### src/rtl/rll_pkg.sv
// shared constants for the remote/local lockout control block
package rll_pkg;
    // clock and serial frame timing
    localparam int CLK_HZ = 25000000;
    localparam int BAUD_RATE = 9600;
    localparam int BIT_CYC = CLK_HZ / BAUD_RATE;
    localparam int HALF_CYC = BIT_CYC / 2;
    localparam int DATA_BITS = 8;
    localparam int STOP_BITS = 1;
    // character codes seen by the interpreter
    localparam logic [7:0] CH_CR = 8'h0d;
    localparam logic [7:0] CH_XON = 8'h11;
    localparam logic [7:0] CH_XOFF = 8'h13;
    localparam logic [7:0] CH_LOW_A = 8'h61;
    localparam logic [7:0] CH_LOW_Z = 8'h7a;
    localparam logic [7:0] CH_CASE = 8'h20;
    // serial-only words, right aligned in the line buffer
    localparam int WORD_W = 56;
    localparam logic [55:0] WORD_LOCAL = 56'h00_00_4c_4f_43_41_4c;
    localparam logic [55:0] WORD_REMOTE = 56'h00_52_45_4d_4f_54_45;
    localparam logic [55:0] WORD_LOCKOUT = 56'h4c_4f_43_4b_4f_55_54;
    localparam logic [3:0] LEN_LOCAL = 4'h5;
    localparam logic [3:0] LEN_REMOTE = 4'h6;
    localparam logic [3:0] LEN_LOCKOUT = 4'h7;
    localparam logic [3:0] LEN_MAX = 4'h8;
    // bus address range
    localparam logic [4:0] ADDR_MAX = 5'h1e;
    // fifo
    localparam int FIFO_W = 8;
    localparam int FIFO_D = 32;
    localparam int FIFO_HI = 24;
    localparam int FIFO_LO = 8;
    // operating states, one-hot
    typedef enum logic [3:0] {
        ST_LOC = 4'h1,
        ST_LWL = 4'h2,
        ST_REM = 4'h4,
        ST_RWL = 4'h8
    } rll_state_type;
    // fold lower-case letters onto upper case
    function automatic logic [7:0] rll_upcase(input logic [7:0] c);
        if (c >= CH_LOW_A && c <= CH_LOW_Z)
            return c & ~CH_CASE;
        return c;
    endfunction
endpackage

### src/rtl/rll_ctrl.sv
// remote/local/lockout state control and host command intake
`timescale 1ns/100ps
`default_nettype none
// Notes on behaviour
// - serial frame is 9600 baud, 8 data bits, 1 stop, no parity only.
// - Xon/Xoff flow control on serial; each command line ends in CR.
// - exactly one host interface active, serial or bus, from setup.
// - bus address settable 0 through 30; other values never match.
// - on the bus we are talker/listener, never system controller.
// - local state honours panel keys and processes every host command.
// - serial REMOTE or REN with listen address enters remote; show indicator.
// - remote ignores keys but local; local key, LOCAL or GTL return local.
// - LOCKOUT or LLO locks: local to local-lock, remote to remote-lock.
// - remote-lock ignores every panel key; indicator shown.
// - local-lock is local, but remote request goes to remote-lock.
// - GTL moves remote-lock to local-lock.
// - REN false returns lock states to local; serial LOCAL too.
// - serial words stand for GTL, GTR, LLO; nothing else emulated.
// - on the bus only interface lines control mode, never text words.
// - lower-case letters are folded to upper case before processing.
module rll_ctrl
    import rll_pkg::*;
(
    // clock, reset, enable
    input wire logic clk_sys,
    input wire logic nrst,
    input wire logic ce,
    // setup choices
    input wire logic if_sel_bus,
    input wire logic [4:0] bus_addr_set,
    // serial line
    input wire logic rxd,
    output logic xoff_req_r,
    output logic tx_pause_r,
    // bus interface messages and data
    input wire logic ren,
    input wire logic mla_stb,
    input wire logic [4:0] mla_addr,
    input wire logic gtl_stb,
    input wire logic llo_stb,
    input wire logic [7:0] bus_byte,
    input wire logic bus_byte_stb,
    output logic bus_hold_r,
    output logic atn_oe_r,
    output logic ren_oe_r,
    // front panel
    input wire logic key_stb,
    input wire logic [7:0] key_code,
    input wire logic key_is_local,
    output logic key_out_stb_r,
    output logic [7:0] key_out_code_r,
    // host command stream
    output logic [7:0] cmd_byte_r,
    output logic cmd_valid_r,
    input wire logic cmd_ready,
    // status
    output logic rem_indicator_r,
    output logic lockout_r,
    output logic rx_overrun_r,
    output logic rx_frame_err_r
);
    logic rst_meta_r;
    logic rst_n;
    rll_state_type state_r;
    rll_state_type state_nxt;
    logic [WORD_W-1:0] word_r;
    logic [3:0] len_r;
    logic hit_local_r;
    logic hit_remote_r;
    logic hit_lock_r;
    logic [7:0] rx_data;
    logic rx_valid;
    logic rx_ferr;
    logic [7:0] f_data;
    logic f_valid;
    logic f_in_ready;
    logic [$clog2(FIFO_D):0] f_level;

    // reset released through two flops
    always_ff @(posedge clk_sys or negedge nrst)
    begin
        if (!nrst)
        begin
            rst_meta_r <= 1'b0;
            rst_n <= 1'b0;
        end
        else
        begin
            rst_meta_r <= 1'b1;
            rst_n <= rst_meta_r;
        end
    end

    rll_uart_rx u_rx (
        .clk(clk_sys),
        .rst_n(rst_n),
        .ce(ce),
        .rxd(rxd),
        .data(rx_data),
        .valid(rx_valid),
        .frame_err(rx_ferr)
    );

    // one source feeds the fifo, picked by setup
    wire ser_sel = ~if_sel_bus;
    wire [7:0] f_in_data = if_sel_bus ? bus_byte : rx_data;
    wire f_in_valid = if_sel_bus ? bus_byte_stb : rx_valid;

    // drain stalls while the host stream holds an unread byte
    wire f_take_rdy = ~cmd_valid_r | cmd_ready;

    rll_fifo #(.W(FIFO_W), .D(FIFO_D)) u_fifo (
        .clk(clk_sys),
        .rst_n(rst_n),
        .ce(ce),
        .in_data(f_in_data),
        .in_valid(f_in_valid),
        .in_ready(f_in_ready),
        .out_data(f_data),
        .out_valid(f_valid),
        .out_ready(f_take_rdy),
        .level(f_level)
    );

    wire f_take = ce & f_valid & f_take_rdy;
    wire [7:0] ch = rll_upcase(f_data);
    wire is_flow = ser_sel & (ch == CH_XON || ch == CH_XOFF);
    wire is_eol = (ch == CH_CR);
    // words only count on serial; bus text is plain data
    wire word_en = ser_sel & is_eol;
    wire m_local = word_en & len_r == LEN_LOCAL & word_r == WORD_LOCAL;
    wire m_remote = word_en & len_r == LEN_REMOTE & word_r == WORD_REMOTE;
    wire m_lock = word_en & len_r == LEN_LOCKOUT & word_r == WORD_LOCKOUT;

    // line buffer keeps the last seven upper-case characters
    always_ff @(posedge clk_sys or negedge rst_n)
    begin
        if (!rst_n)
        begin
            word_r <= '0;
            len_r <= '0;
        end
        else if (f_take && !is_flow)
        begin
            word_r <= is_eol ? '0 : {word_r[WORD_W-9:0], ch};
            len_r <= is_eol ? '0 : (len_r == LEN_MAX) ? len_r : len_r + 1'b1;
        end
    end

    // matched serial words become one-cycle requests
    always_ff @(posedge clk_sys or negedge rst_n)
    begin
        if (!rst_n)
        begin
            hit_local_r <= 1'b0;
            hit_remote_r <= 1'b0;
            hit_lock_r <= 1'b0;
        end
        else if (ce)
        begin
            hit_local_r <= f_take & m_local;
            hit_remote_r <= f_take & m_remote;
            hit_lock_r <= f_take & m_lock;
        end
    end

    // every non-flow byte goes on to the command parser, in any state
    always_ff @(posedge clk_sys or negedge rst_n)
    begin
        if (!rst_n)
        begin
            cmd_byte_r <= '0;
            cmd_valid_r <= 1'b0;
        end
        else if (ce)
        begin
            if (f_take && !is_flow)
            begin
                cmd_byte_r <= ch;
                cmd_valid_r <= 1'b1;
            end
            else if (cmd_ready)
                cmd_valid_r <= 1'b0;
        end
    end

    // transition requests, gated by the selected interface
    wire addr_ok = (bus_addr_set <= ADDR_MAX);
    wire bus_remote = if_sel_bus & ren & mla_stb & addr_ok &
        (mla_addr == bus_addr_set);
    wire bus_gtl = if_sel_bus & gtl_stb;
    wire bus_llo = if_sel_bus & llo_stb;
    wire ren_low = if_sel_bus & ~ren;
    wire ser_local = ser_sel & hit_local_r;
    wire ser_remote = ser_sel & hit_remote_r;
    wire ser_lock = ser_sel & hit_lock_r;
    wire local_key = key_stb & key_is_local;
    wire req_lock = ser_lock | bus_llo;
    wire req_remote = ser_remote | bus_remote;

    // next operating state
    always_comb
    begin
        state_nxt = state_r;
        unique case (state_r)
            ST_LOC:
            begin
                if (req_lock)
                    state_nxt = ST_LWL;
                else if (req_remote)
                    state_nxt = ST_REM;
            end
            ST_REM:
            begin
                if (ren_low || ser_local || bus_gtl || local_key)
                    state_nxt = ST_LOC;
                else if (req_lock)
                    state_nxt = ST_RWL;
            end
            ST_LWL:
            begin
                if (ren_low || ser_local)
                    state_nxt = ST_LOC;
                else if (req_remote)
                    state_nxt = ST_RWL;
            end
            ST_RWL:
            begin
                if (ren_low || ser_local)
                    state_nxt = ST_LOC;
                else if (bus_gtl)
                    state_nxt = ST_LWL;
            end
        endcase
    end

    // panel keys pass only in the two local states
    wire key_pass = key_stb & (state_r == ST_LOC || state_r == ST_LWL);

    // state and derived indicators
    always_ff @(posedge clk_sys or negedge rst_n)
    begin
        if (!rst_n)
        begin
            state_r <= ST_LOC;
            rem_indicator_r <= 1'b0;
            lockout_r <= 1'b0;
            key_out_stb_r <= 1'b0;
            key_out_code_r <= '0;
        end
        else if (ce)
        begin
            state_r <= state_nxt;
            rem_indicator_r <= (state_nxt == ST_REM || state_nxt == ST_RWL);
            lockout_r <= (state_nxt == ST_LWL || state_nxt == ST_RWL);
            key_out_stb_r <= key_pass;
            if (key_pass)
                key_out_code_r <= key_code;
        end
    end

    // flow: hysteresis on fill level; host pause from its own Xoff
    always_ff @(posedge clk_sys or negedge rst_n)
    begin
        if (!rst_n)
        begin
            xoff_req_r <= 1'b0;
            bus_hold_r <= 1'b0;
            tx_pause_r <= 1'b0;
            rx_overrun_r <= 1'b0;
            rx_frame_err_r <= 1'b0;
            atn_oe_r <= 1'b0;
            ren_oe_r <= 1'b0;
        end
        else if (ce)
        begin
            if (f_level >= ($clog2(FIFO_D)+1)'(FIFO_HI))
                xoff_req_r <= ser_sel;
            else if (f_level <= ($clog2(FIFO_D)+1)'(FIFO_LO))
                xoff_req_r <= 1'b0;
            bus_hold_r <= if_sel_bus & ~f_in_ready;
            if (f_take && is_flow)
                tx_pause_r <= (ch == CH_XOFF);
            // a byte lost to a full fifo stays flagged until reset
            if (f_in_valid && !f_in_ready)
                rx_overrun_r <= 1'b1;
            if (rx_ferr && ser_sel)
                rx_frame_err_r <= 1'b1;
            atn_oe_r <= 1'b0;
            ren_oe_r <= 1'b0;
        end
    end
endmodule
`default_nettype wire

### src/rtl/rll_fifo.sv
// synchronous flip-flop fifo with valid/ready on both sides
`timescale 1ns/100ps
`default_nettype none
module rll_fifo
    import rll_pkg::*;
#(
    parameter int W = FIFO_W,
    parameter int D = FIFO_D
)(
    // clocking
    input wire logic clk,
    input wire logic rst_n,
    input wire logic ce,
    // fill side
    input wire logic [W-1:0] in_data,
    input wire logic in_valid,
    output logic in_ready,
    // drain side
    output logic [W-1:0] out_data,
    output logic out_valid,
    input wire logic out_ready,
    // fill level
    output logic [$clog2(D):0] level
);
    localparam int AW = $clog2(D);
    logic [W-1:0] mem_r [D];
    logic [AW-1:0] wp_r;
    logic [AW-1:0] rp_r;
    logic [AW:0] cnt_r;
    wire push = ce & in_valid & in_ready;
    wire pop = ce & out_valid & out_ready;

    // full and empty come straight from the count
    assign in_ready = (cnt_r != (AW+1)'(D));
    assign out_valid = (cnt_r != '0);
    assign out_data = mem_r[rp_r];
    assign level = cnt_r;

    // storage is not reset; only pointers matter
    always_ff @(posedge clk)
    begin
        if (push)
            mem_r[wp_r] <= in_data;
    end

    // pointer and count update
    always_ff @(posedge clk or negedge rst_n)
    begin
        if (!rst_n)
        begin
            wp_r <= '0;
            rp_r <= '0;
            cnt_r <= '0;
        end
        else
        begin
            if (push)
                wp_r <= (wp_r == AW'(D-1)) ? '0 : wp_r + 1'b1;
            if (pop)
                rp_r <= (rp_r == AW'(D-1)) ? '0 : rp_r + 1'b1;
            if (push != pop)
                cnt_r <= push ? cnt_r + 1'b1 : cnt_r - 1'b1;
        end
    end
endmodule
`default_nettype wire

### src/rtl/rll_uart_rx.sv
// serial receiver for the fixed 8N1 frame
`timescale 1ns/100ps
`default_nettype none
module rll_uart_rx
    import rll_pkg::*;
(
    // clocking
    input wire logic clk,
    input wire logic rst_n,
    input wire logic ce,
    // line
    input wire logic rxd,
    // received byte
    output logic [7:0] data,
    output logic valid,
    output logic frame_err
);
    logic busy_r;
    logic [11:0] tick_r;
    logic [3:0] bit_r;
    logic [7:0] sh_r;
    logic valid_r;
    logic ferr_r;
    wire tick_end = (tick_r == '0);

    assign data = sh_r;
    assign valid = valid_r;
    assign frame_err = ferr_r;

    // sample mid-bit; start bit re-checked to reject glitches
    always_ff @(posedge clk or negedge rst_n)
    begin
        if (!rst_n)
        begin
            busy_r <= 1'b0;
            tick_r <= '0;
            bit_r <= '0;
            sh_r <= '0;
            valid_r <= 1'b0;
            ferr_r <= 1'b0;
        end
        else if (ce)
        begin
            valid_r <= 1'b0;
            ferr_r <= 1'b0;
            if (!busy_r)
            begin
                if (!rxd)
                begin
                    busy_r <= 1'b1;
                    tick_r <= 12'(HALF_CYC);
                    bit_r <= '0;
                end
            end
            else if (!tick_end)
                tick_r <= tick_r - 1'b1;
            else
            begin
                tick_r <= 12'(BIT_CYC - 1);
                bit_r <= bit_r + 1'b1;
                if (bit_r == '0 && rxd)
                    busy_r <= 1'b0;
                else if (bit_r >= 4'h1 && bit_r <= 4'(DATA_BITS))
                    sh_r <= {rxd, sh_r[7:1]};
                else if (bit_r == 4'(DATA_BITS + STOP_BITS))
                begin
                    busy_r <= 1'b0;
                    valid_r <= rxd;
                    ferr_r <= ~rxd;
                end
            end
        end
    end
endmodule
`default_nettype wire

### config.mk
export PLATFORM = sky130hd
export DESIGN_NAME = rll_ctrl
export DESIGN_NICKNAME = d
export VERILOG_FILES = /design/src/rtl/rll_pkg.sv /design/src/rtl/rll_ctrl.sv /design/src/rtl/rll_fifo.sv /design/src/rtl/rll_uart_rx.sv
export SDC_FILE = /design/constraint.sdc
export NUM_CORES = 1
export LEC_CHECK = 0
export BUFFER_PORTS_ARGS = -buffer_cell sky130_fd_sc_hd__buf_2
export CORE_UTILIZATION = 45
export DETAILED_ROUTE_END_ITERATION = 10
export GPL_ROUTABILITY_DRIVEN = 1
export PLACE_DENSITY = 0.69
export RECOVER_POWER = 25
export SYNTH_ARGS = -nofsm -noshare
export SYNTH_HDL_FRONTEND = slang
export SYNTH_SLANG_ARGS = --single-unit
### constraint.sdc
create_clock -name clk_sys -period 8 [get_ports clk_sys]
set_input_delay 1.6 -clock clk_sys [delete_from_list [all_inputs] [get_ports clk_sys]]
set_output_delay 1.6 -clock clk_sys [all_outputs]
set_load 0.1 [all_outputs]
==> summary.txt, run 1 <==
postcts setup bufs = 0
wire per inst = 20.8 microns
post-CTS sizing = 0
H-tree depth = 2
commonest cells in the netlist = edfxtp_1 (256), nand2_1 (143), dfrtp_1 (136), nor2_1 (73), mux4_2 (59)
endpoints failing hold = 0
Port Buffers = 63
final net count = 1314
core area = 0.0368 sq mm
mapped cell area = 0.0169 sq mm
#FFs+latches synth = 393
vias in the first global route = 9838
switching share of power = 0.356
ys async rst share = 0.349
Post-synth top flop = edfxtp_1
WP data required = 8150 ps
effective utilization at floorplan = 0.459
die area = 0.0383 sq mm
sequential fraction of the synthesis area = 0.659
Syn Inst Count = 1200
clock sink count = 393
share of cells above drive strength 1 = 0.177
Filler cells = 3063
Yosys top cell by area = edfxtp_1
Placed Area = 0.0176 sq mm
CP dominant cell by count = nand2_1
CP max stage delay = 1020 ps
Tmin final = 5060 ps
CTS buffer count = 41
Overall Power = 6.65 mW
DRC viols = 0
ANT cells = 0
Sw Pwr = 2.36 mW
CTS root buf = clkbuf_16
Clock power frac = 0.283
Antenna Nets Post-Route = 0
post-route setup slack = 2940 ps
post-DP HPWL = 23200 microns
Clock transition at path regs = 60 ps
Die X = 196 microns
gpl congestion = 0.883
largest net degree at the start of global routing = 74
Yosys top cell area share = 0.456
hold slack = 351 ps
Routed WL = 36500 microns
CTS Buffer Depth = 3
setup tns final = 0 ps
Synth area leaders = edfxtp_1 (46%), dfrtp_1 (20%), mux4_2 (7.9%)
startpoint types = input port
total track usage = 0.195
pre-CTS setup slack = 3070 ps
CP cell instances = clkbuf_1 -> nand2_1 -> o21ai_0 -> nand2_1 -> a21oi_1 -> nand2_1 -> nor2_1
internal power = 4.28 mW
Starting DRT DRC Count = 830
Flop pwr share = 0.419
Setup Crit Path Kind = input port to flip-flop
vias per inst = 5.76
worst ir drop on vdd = 0.000178 V
failing checks = max-capacitance violations, max-slew violations
initial antenna violation count = 0
CP max stage cell = nor2_1
Synth Warn # = 0
Final Non-Filler Cells = 1755
Yosys cell types = 71
area delta synth->final = 11.9%
CP Capture Type = flip-flop
Worst Hold Class = flip-flop to flip-flop
# rows = 70
first-pass GRT wire length = 57000 microns
grt ovf = 0
Avg Cell Area, Syn = 14.1 sq um
P per Cell Area = 352 mW/mm^2
Final setup viols = 0
routed via count = 10100
RSZ-0062 raised after global routing = false
Initial DRT Pass Iterations = 5
hold-fix buffers at CTS = 0
worst skew pair latency = 550 ps
Worst Path Buf+Inv = 1
Post-synth EDFFs = 256
Worst Path Arrival = 5210 ps
placed insts = 1679
crit share post-route = 0.633
Top Ports = 66
most frequent cell after synthesis = edfxtp_1
Die Y = 196 microns
TritonCTS clock tree = built
outcome = complete, but fails checks
CP delay by family, top = simple AND/OR/NAND/NOR gates
Design Area, Final = 0.0189 sq mm
fmax = 198 MHz
Final Util = 0.513
critical path fanouts, max = 23
clock skew = 21.5 ps
headroom to the max-slew limit = -0.673
P_leak = 6.97 nW
combinational share of power = 0.298
Worst Max-Slew Pin Slew = 2510 ps
Max Slew Vio Count = 105
maxcap violations = 2
## sequential cells by signal, summed over array words and instances, names as in the netlist, 5 cells and up
signal and cells:
u_rx.data 8, key_out_code_r 8, u_rx.tick_r 12, u_fifo.wp_r 5
u_fifo.level 6, u_fifo.mem_r 256, u_fifo.rp_r 5, word_r 56
cmd_byte_r 8
## power groups by stage
stage / registers [mW] / clock network [mW] / logic, mW
2_1_floorplan: 3.05 / 0 / 1.24
3_5_place_dp: 2.83 / 0 / 1.97
5_1_grt: 2.83 / 1.99 / 2.13
6_report: 2.79 / 1.88 / 1.98
4_1_cts: 2.79 / 1.91 / 1.98
3_3_place_gp: 2.81 / 0 / 1.93
## final cells by class
class                           count  area (sq um)  area share
Sequential cell                   393         11100       0.589
Multi-Input combinational cell    713          5340       0.283
Clock buffer                       51          1110      0.0586
Tap cell                          468           586      0.0310
Timing Repair Buffer               71           368      0.0195
Clock inverter                     25           219      0.0116
Inverter                           34           128     0.00676
## cell usage in the layout (no fill, tap or decap), types with 31 or more instances in the layout
cell type and n:
buf_2 60, clkbuf_16 43, dfrtp_1 133, edfxtp_1 256
inv_1 31, mux2_2 32, mux4_2 59, nand2_1 143
nor2_1 73, o21ai_0 41, o21ai_1 54
## cells by family (layout without fill, tap and decap cells)
family	count (synthesis)	in the layout	synth area share
compound gates	213	213	0.0776
xor+xnor	10	10	0.00519
fa+ha+maj	21	21	0.0160
buf+inv	95	181	0.0248
flops	393	393	0.659
mux	123	123	0.120
other cells	2	3	0.000445
simple gates	343	343	0.0966
## worst paths after layout
check,from,end,slack (ps),depth (start not counted)
worst max-delay path,if_sel_bus,u_fifo.mem_r[3][5],2940,7
worst min-delay path,rst_meta_r,rst_n,350,0
worst max register to register,u_fifo.rp_r[0],word_r[1],3040,9
worst min register to register,rst_meta_r,rst_n,350,0
max in group asynchronous,rst_n,u_fifo.rp_r[2],4920,1
min in group asynchronous,nrst,rst_meta_r,840,1
## metal layers
| layer | routed length, microns | part of all wire | GRT usage | vias up |
|---|---|---|---|---|
| li1 | - | - | - | 4630 |
| met4 | 950 | 0.026 | 0.0653 | 0 |
| met5 | 0 | 0 | 0 | - |
| met1 | 15500 | 0.42 | 0.272 | 5043 |
| met3 | 2750 | 0.075 | 0.0420 | 66 |
| met2 | 17300 | 0.47 | 0.303 | 372 |
Note: power is estimated with default switching activity, not from simulation.
==> inputs of run 2 (changes only) <==
==> constraint.sdc (replaced) <==
create_clock -name clk_sys -period 4.75 [get_ports clk_sys]
set_input_delay 0.95 -clock clk_sys [delete_from_list [all_inputs] [get_ports clk_sys]]
set_output_delay 0.95 -clock clk_sys [all_outputs]
set_load 0.1 [all_outputs]
==> run 2 against run 1 <==
Compared with the run above:
- the run still ends with max-capacitance violations, max-slew violations left
- worst setup slack lost 2300 ps
- hold slack got worse by 170 ps
- register-to-register slack worse by 2400 ps
- critical path depth shrank 1
- clock skew decreased by 4.2 ps
- critical path type unchanged
- utilization increased by 0.52 points
- sequential power is 68% higher
- global-route usage is essentially flat
- sequential share of layout area decreased by 0.60 points
- first-iteration DRC count is 14% higher
- largest cell class unchanged
==> summary.txt, run 2 (synthesis results as in run 1) <==
outcome = complete, but fails checks (unchanged)
failing checks = max-capacitance violations, max-slew violations (unchanged)
area delta synth->final = 13.0% (was 11.9%)
Worst Path Arrival = 4530 ps (was 5210 ps)
CP Capture Type = flip-flop (unchanged)
effective utilization at floorplan = 0.459 (unchanged)
hold slack = 178 ps (was 351 ps)
Antenna Nets Post-Route = 0 (unchanged)
hold-fix buffers at CTS = 0 (unchanged)
Sw Pwr = 4.01 mW (was 2.36 mW)
clock skew = 17.2 ps (was 21.5 ps)
die area = 0.0383 sq mm (unchanged)
CTS root buf = clkbuf_16 (unchanged)
routed via count = 10200 (was 10100)
wl on met1 = 15700 microns (was 15500 microns)
vias per inst = 5.77 (was 5.76)
vias in the first global route = 10000 (was 9838)
Top Ports = 66 (unchanged)
core area = 0.0368 sq mm (unchanged)
# rows = 70 (unchanged)
most frequent cells in the layout = edfxtp_1 (256), nand2_1 (143), dfrtp_1 (133) (unchanged)
clock sink count = 393 (unchanged)
maxcap violations = 2 (unchanged)
WP data required = 5210 ps (was 8150 ps)
CTS Buffer Depth = 3 (unchanged)
max FFs per register = 256 (unchanged)
startpoint types = input port (unchanged)
Most flops, register = u_fifo.mem_r (unchanged)
largest net degree at the start of global routing = 66 (was 74)
met3 wire len = 2810 microns (was 2750 microns)
Worst Max-Slew Pin Slew = 2200 ps (was 2510 ps)
Clock transition at path regs = 60 ps (about the same)
final net count = 1331 (was 1314)
Port Buffers = 63 (unchanged)
Routed WL = 36300 microns (was 36500 microns)
Setup Crit Path Kind = input port to flip-flop (unchanged)
post-DP HPWL = 23800 microns (was 23200 microns)
Die X = 196 microns (unchanged)
postcts setup bufs = 0 (unchanged)
share of cells above drive strength 1 = 0.191 (was 0.177)
Initial DRT Pass Iterations = 5 (unchanged)
DRC viols = 0 (unchanged)
setup tns final = 0 ps (unchanged)
internal power = 7.29 mW (was 4.28 mW)
Starting DRT DRC Count = 950 (was 830)
Die Y = 196 microns (unchanged)
grt ovf = 0 (unchanged)
Tmin final = 4070 ps
DR top layer = met4 (unchanged)
ANT cells = 0 (unchanged)
worst skew pair latency = 560 ps (was 550 ps)
most common cell after layout, fill and taps aside = edfxtp_1 (unchanged)
P_leak = 7.08 nW (was 6.97 nW)
critical path fanouts, max = 65 (was 23)
biggest regs = u_fifo.mem_r: 256 flops, word_r: 56 flops, u_rx.tick_r: 12 flops (unchanged)
crit share post-route = 0.858
wire per inst = 20.6 microns (was 20.8 microns)
headroom to the max-slew limit = -0.470 (was -0.673)
post-CTS sizing = 0 (unchanged)
gpl congestion = 0.868 (was 0.883)
initial antenna violation count = 0 (unchanged)
fmax = 245 MHz
Final setup viols = 0 (unchanged)
Worst Hold Class = input port to async pin (was flip-flop to flip-flop)
first-pass GRT wire length = 57500 microns (was 57000 microns)
combinational share of power = 0.300 (was 0.298)
Clock power frac = 0.285 (was 0.283)
CTS buffer count = 42 (was 41)
switching share of power = 0.355 (was 0.356)
Overall Power = 11.3 mW (was 6.65 mW)
WL met2 = 17000 microns (was 17300 microns)
TritonCTS clock tree = built (unchanged)
P per Cell Area = 593 mW/mm^2 (was 352 mW/mm^2)
endpoints failing hold = 0 (unchanged)
H-tree depth = 2 (unchanged)
worst ir drop on vdd = 0.000297 V (was 0.000178 V)
RSZ-0062 raised after global routing = false (unchanged)
Flop pwr share = 0.415 (was 0.419)
total track usage = 0.195 (about the same)
Max Slew Vio Count = 94 (was 105)
-- run 2: changes by cell type in the layout (fill, tap and decap cells not counted), moves of 2 or more --
cell | before | now
clkinv_1 | 12 | 2
clkbuf_1 | 12 | 15
buf_12 | 0 | 4
clkbuf_2 | 0 | 2
clkbuf_8 | 0 | 6
inv_16 | 0 | 2
buf_4 | 7 | 16
-- run 2: power groups by stage --
stage / clock [mW] / combinational, mW / sequential [mW]
4_1_cts: 3.27 / 3.39 / 4.69
6_report: 3.22 / 3.39 / 4.69
3_5_place_dp: 0 / 3.38 / 4.75
3_3_place_gp: 0 / 3.33 / 4.73
5_1_grt: 3.42 / 3.67 / 4.76
2_1_floorplan: 0 / 2.09 / 5.13
-- run 2: final timing paths --
check	from	endpoint	slack, ps	cells after the start
setup / recovery	ce	len_r[3]	680	6
hold / removal	nrst	rst_meta_r	180	1
setup reg to reg	u_fifo.rp_r[0]	word_r[50]	680	9
hold reg to reg	rst_meta_r	rst_n	350	0
max in group asynchronous	rst_n	word_r[41]	1820	1
min in group clk_sys	rst_meta_r	rst_n	350	0
-- run 2: cell type report --
type | count | area (sq um)
clock inverters | 14 | 185
flip-flops and latches | 393 | 11100
fillers | 2997 | 17700
repair buffers | 87 | 529
well taps | 468 | 586
multi-input cells | 713 | 5340
clock buffers | 58 | 1170
inverters | 34 | 128
-- run 2: routing by layer --
| metal | up-vias | track usage |
|---|---|---|
| met4 | 0 | 0.0569 |
| met5 | - | 0 |
| met1 | 5104 | 0.274 |
| met3 | 61 | 0.0444 |
| met2 | 386 | 0.305 |
| li1 | 4650 | - |
-- run 2: through the flow --
stage                     setup slack [ps]  utilization  area (sq um)  instances
after floorplan                        652            -         16900       1201
after global placement                 706        0.482         17700       1695
after detailed placement               629        0.482         17700       1695
after CTS                              606        0.519         19100       1767
after global routing                   339        0.518         19100       1767
final                                  676        0.518         19100       1767
-- run 2: worst max-delay path, stage by stage --
cell and delay, ps:
clkbuf_1 100, clkbuf_1 1120, nand3_1 960, a31o_4 690, or4_1 570, o211ai_1 90
==> inputs of run 3 (changes only) <==
--- a/config.mk
+++ b/config.mk
@@ -6,11 +6,12 @@
 export NUM_CORES = 1
 export LEC_CHECK = 0
 export BUFFER_PORTS_ARGS = -buffer_cell sky130_fd_sc_hd__buf_2
+export CELL_PAD_IN_SITES_DETAIL_PLACEMENT = 1
+export CELL_PAD_IN_SITES_GLOBAL_PLACEMENT = 1
 export CORE_UTILIZATION = 45
 export DETAILED_ROUTE_END_ITERATION = 10
 export GPL_ROUTABILITY_DRIVEN = 1
-export PLACE_DENSITY = 0.69
-export RECOVER_POWER = 25
+export PLACE_DENSITY = 0.78
 export SYNTH_ARGS = -nofsm -noshare
 export SYNTH_HDL_FRONTEND = slang
 export SYNTH_SLANG_ARGS = --single-unit
==> run 3 against run 2 <==
Compared with the run above:
- the run now ends clean
- sequential share of layout area is 0.28 points lower
- worst setup slack got worse by 190 ps
- hold slack gained 5.4 ps
- cell area grew 0.51%
- critical path type is now flip-flop to flip-flop
- highest routed layer unchanged
==> summary.txt, run 3 (synthesis results as in run 1) <==
endpoints failing hold = 0 (unchanged)
CP delay by family, top = simple AND/OR/NAND/NOR gates (unchanged)
Sw Pwr = 4.09 mW (was 4.01 mW)
vias per inst = 5.90 (was 5.77)
worst r2r dst = hit_lock_r (was word_r[50])
Final setup viols = 0 (unchanged)
RSZ-0062 raised after global routing = false (unchanged)
wire per inst = 23.3 microns (was 20.6 microns)
gr busiest metal = met2 (unchanged)
die area = 0.0383 sq mm (unchanged)
pre-CTS setup slack = 475 ps (was 629 ps)
total track usage = 0.223 (was 0.195)
crit share post-route = 0.897 (was 0.858)
hold-fix buffers at CTS = 0 (unchanged)
ANT cells = 0 (unchanged)
Setup Crit Path Kind = flip-flop to flip-flop (was input port to flip-flop)
Die X = 196 microns (unchanged)
Tmin final = 4260 ps (was 4070 ps)
Port Buffers = 63 (unchanged)
switching share of power = 0.359 (was 0.355)
max FFs per register = 256 (unchanged)
Worst Hold Class = input port to async pin (unchanged)
grt ovf = 0 (unchanged)
P_leak = 7.15 nW (was 7.08 nW)
met1 Track Usage GR = 0.302 (was 0.274)
Reg-to-Reg Start = u_fifo.rp_r[0] (unchanged)
# rows = 70 (unchanged)
startpoint types = flip-flop (was input port)
clock sink count = 393 (unchanged)
share of cells above drive strength 1 = 0.204 (was 0.191)
P per Cell Area = 594 mW/mm^2 (was 593 mW/mm^2)
first-pass GRT wire length = 64800 microns (was 57500 microns)
CTS root buf = clkbuf_16 (unchanged)
Flop pwr share = 0.413 (was 0.415)
area delta synth->final = 13.6% (was 13.0%)
worst skew pair latency = 540 ps (was 560 ps)
CP Capture Type = flip-flop (unchanged)
CTS buffer count = 42 (unchanged)
core area = 0.0368 sq mm (unchanged)
Clock transition at path regs = 60 ps (about the same)
Filler cells = 3625 (was 2997)
maxcap violations = 0 (was 2)
routed via count = 10500 (was 10200)
biggest regs = u_fifo.mem_r: 256 flops, word_r: 56 flops, u_rx.tick_r: 12 flops (unchanged)
outcome = finished clean (was complete, but fails checks)
combinational share of power = 0.304 (was 0.300)
setup tns final = 0 ps (unchanged)
CP max stage cell = dfrtp_2 (was clkbuf_1)
Antenna Nets Post-Route = 0 (unchanged)
Routed WL = 41500 microns (was 36300 microns)
most common cell after layout, fill and taps aside = edfxtp_1 (unchanged)
Worst Path Arrival = 4710 ps (was 4530 ps)
Die Y = 196 microns (unchanged)
effective utilization at floorplan = 0.459 (unchanged)
most frequent cells in the layout = edfxtp_1 (256), nand2_1 (143), dfrtp_1 (132) (was edfxtp_1 (256), nand2_1 (143), dfrtp_1 (133))
Clock power frac = 0.282 (was 0.285)
post-route setup slack = 490 ps (was 676 ps)
hold slack = 183 ps (was 178 ps)
clock skew = 11.3 ps (was 17.2 ps)
post-CTS sizing = 0 (unchanged)
largest net degree at the start of global routing = 64 (was 66)
fmax = 235 MHz (was 245 MHz)
Starting DRT DRC Count = 717 (was 950)
post-DP HPWL = 27300 microns (was 23800 microns)
Initial DRT Pass Iterations = 5 (unchanged)
CTS Buffer Depth = 3 (unchanged)
M3 GR Usage = 0.0354 (was 0.0444)
GR Util met2 = 0.371 (was 0.305)
H-tree depth = 2 (unchanged)
WP data required = 5200 ps (was 5210 ps)
critical path fanouts, max = 29 (was 65)
vias in the first global route = 11100 (was 10000)
worst ir drop on vdd = 0.000294 V (was 0.000297 V)
Top Ports = 66 (unchanged)
CP max stage delay = 990 ps (was 1120 ps)
Crit path depth = 9 (was 6)
internal power = 7.29 mW (about the same)
Most flops, register = u_fifo.mem_r (unchanged)
Max Slew Vio Count = 0 (was 94)
gpl congestion = 0.847 (was 0.868)
initial antenna violation count = 0 (unchanged)
headroom to the max-slew limit = 0.344 (was -0.470)
TritonCTS clock tree = built (unchanged)
final net count = 1343 (was 1331)
R2R depth = 9 (unchanged)
DRC viols = 0 (unchanged)
Worst Path Buf+Inv = 1 (was 2)
R2R setup slack = 490 ps (was 680 ps)
postcts setup bufs = 0 (unchanged)
CP cell instances = buf_4 -> mux4_2 -> o21ai_0 -> o21a_1 -> a41o_1 -> nor2b_1 -> and3_1 -> nand3_1 -> o31ai_1 (was clkbuf_1 -> clkbuf_1 -> nand3_1 -> a31o_4 -> or4_1 -> o211ai_1)
Worst Max-Slew Pin Slew = 980 ps (was 2200 ps)
## run 3: worst reg2reg max path: stages, from the launching register on
cell	delay, ps
dfrtp_2	990
buf_4	540
mux4_2	600
o21ai_0	300
o21a_1	160
a41o_1	210
nor2b_1	350
and3_1	570
nand3_1	180
o31ai_1	260
## run 3: worst max path at each step
stage / to / from
2_1_floorplan: bus_hold_r / rst_n
3_5_place_dp: hit_lock_r / u_fifo.rp_r[0]
4_1_cts: hit_lock_r / u_fifo.rp_r[0]
3_3_place_gp: hit_lock_r / u_fifo.rp_r[0]
6_report: hit_lock_r / u_fifo.rp_r[0]
5_1_grt: hit_lock_r / u_fifo.rp_r[0]
## run 3: power by group through the flow
| stage | clock [mW] | sequential (mW) | combinational, mW |
|---|---|---|---|
| after floorplan | 0 | 5.13 | 2.09 |
| after global placement | 0 | 4.74 | 3.34 |
| after detailed placement | 0 | 4.76 | 3.46 |
| after CTS | 3.28 | 4.71 | 3.48 |
| after global routing | 3.39 | 4.79 | 3.74 |
| final | 3.21 | 4.71 | 3.47 |
## run 3: final cells by class
type                            count  area (sq um)  area share
Clock buffer                       46          1080      0.0562
Clock inverter                     28           274      0.0143
Inverter                           34           128     0.00666
Multi-Input combinational cell    713          5350       0.279
Sequential cell                   393         11100       0.581
Tap cell                          468           586      0.0306
Timing Repair Buffer               99           623      0.0325
## run 3: layer usage
metal  vias up  part of all wire
met4         0             0.024
met5         -                 0
li1       4663                 -
met2       315              0.49
met3        56             0.051
met1      5466              0.43
## run 3: through the flow
step                      power (mW)  utilization  area (sq um)  cells
after floorplan                 7.23            -         16900   1201
after global placement          8.08        0.484         17800   1707
after detailed placement        8.22        0.484         17800   1707
after CTS                       11.5        0.521         19200   1781
after global routing            11.9        0.521         19200   1781
final                           11.4        0.521         19200   1781
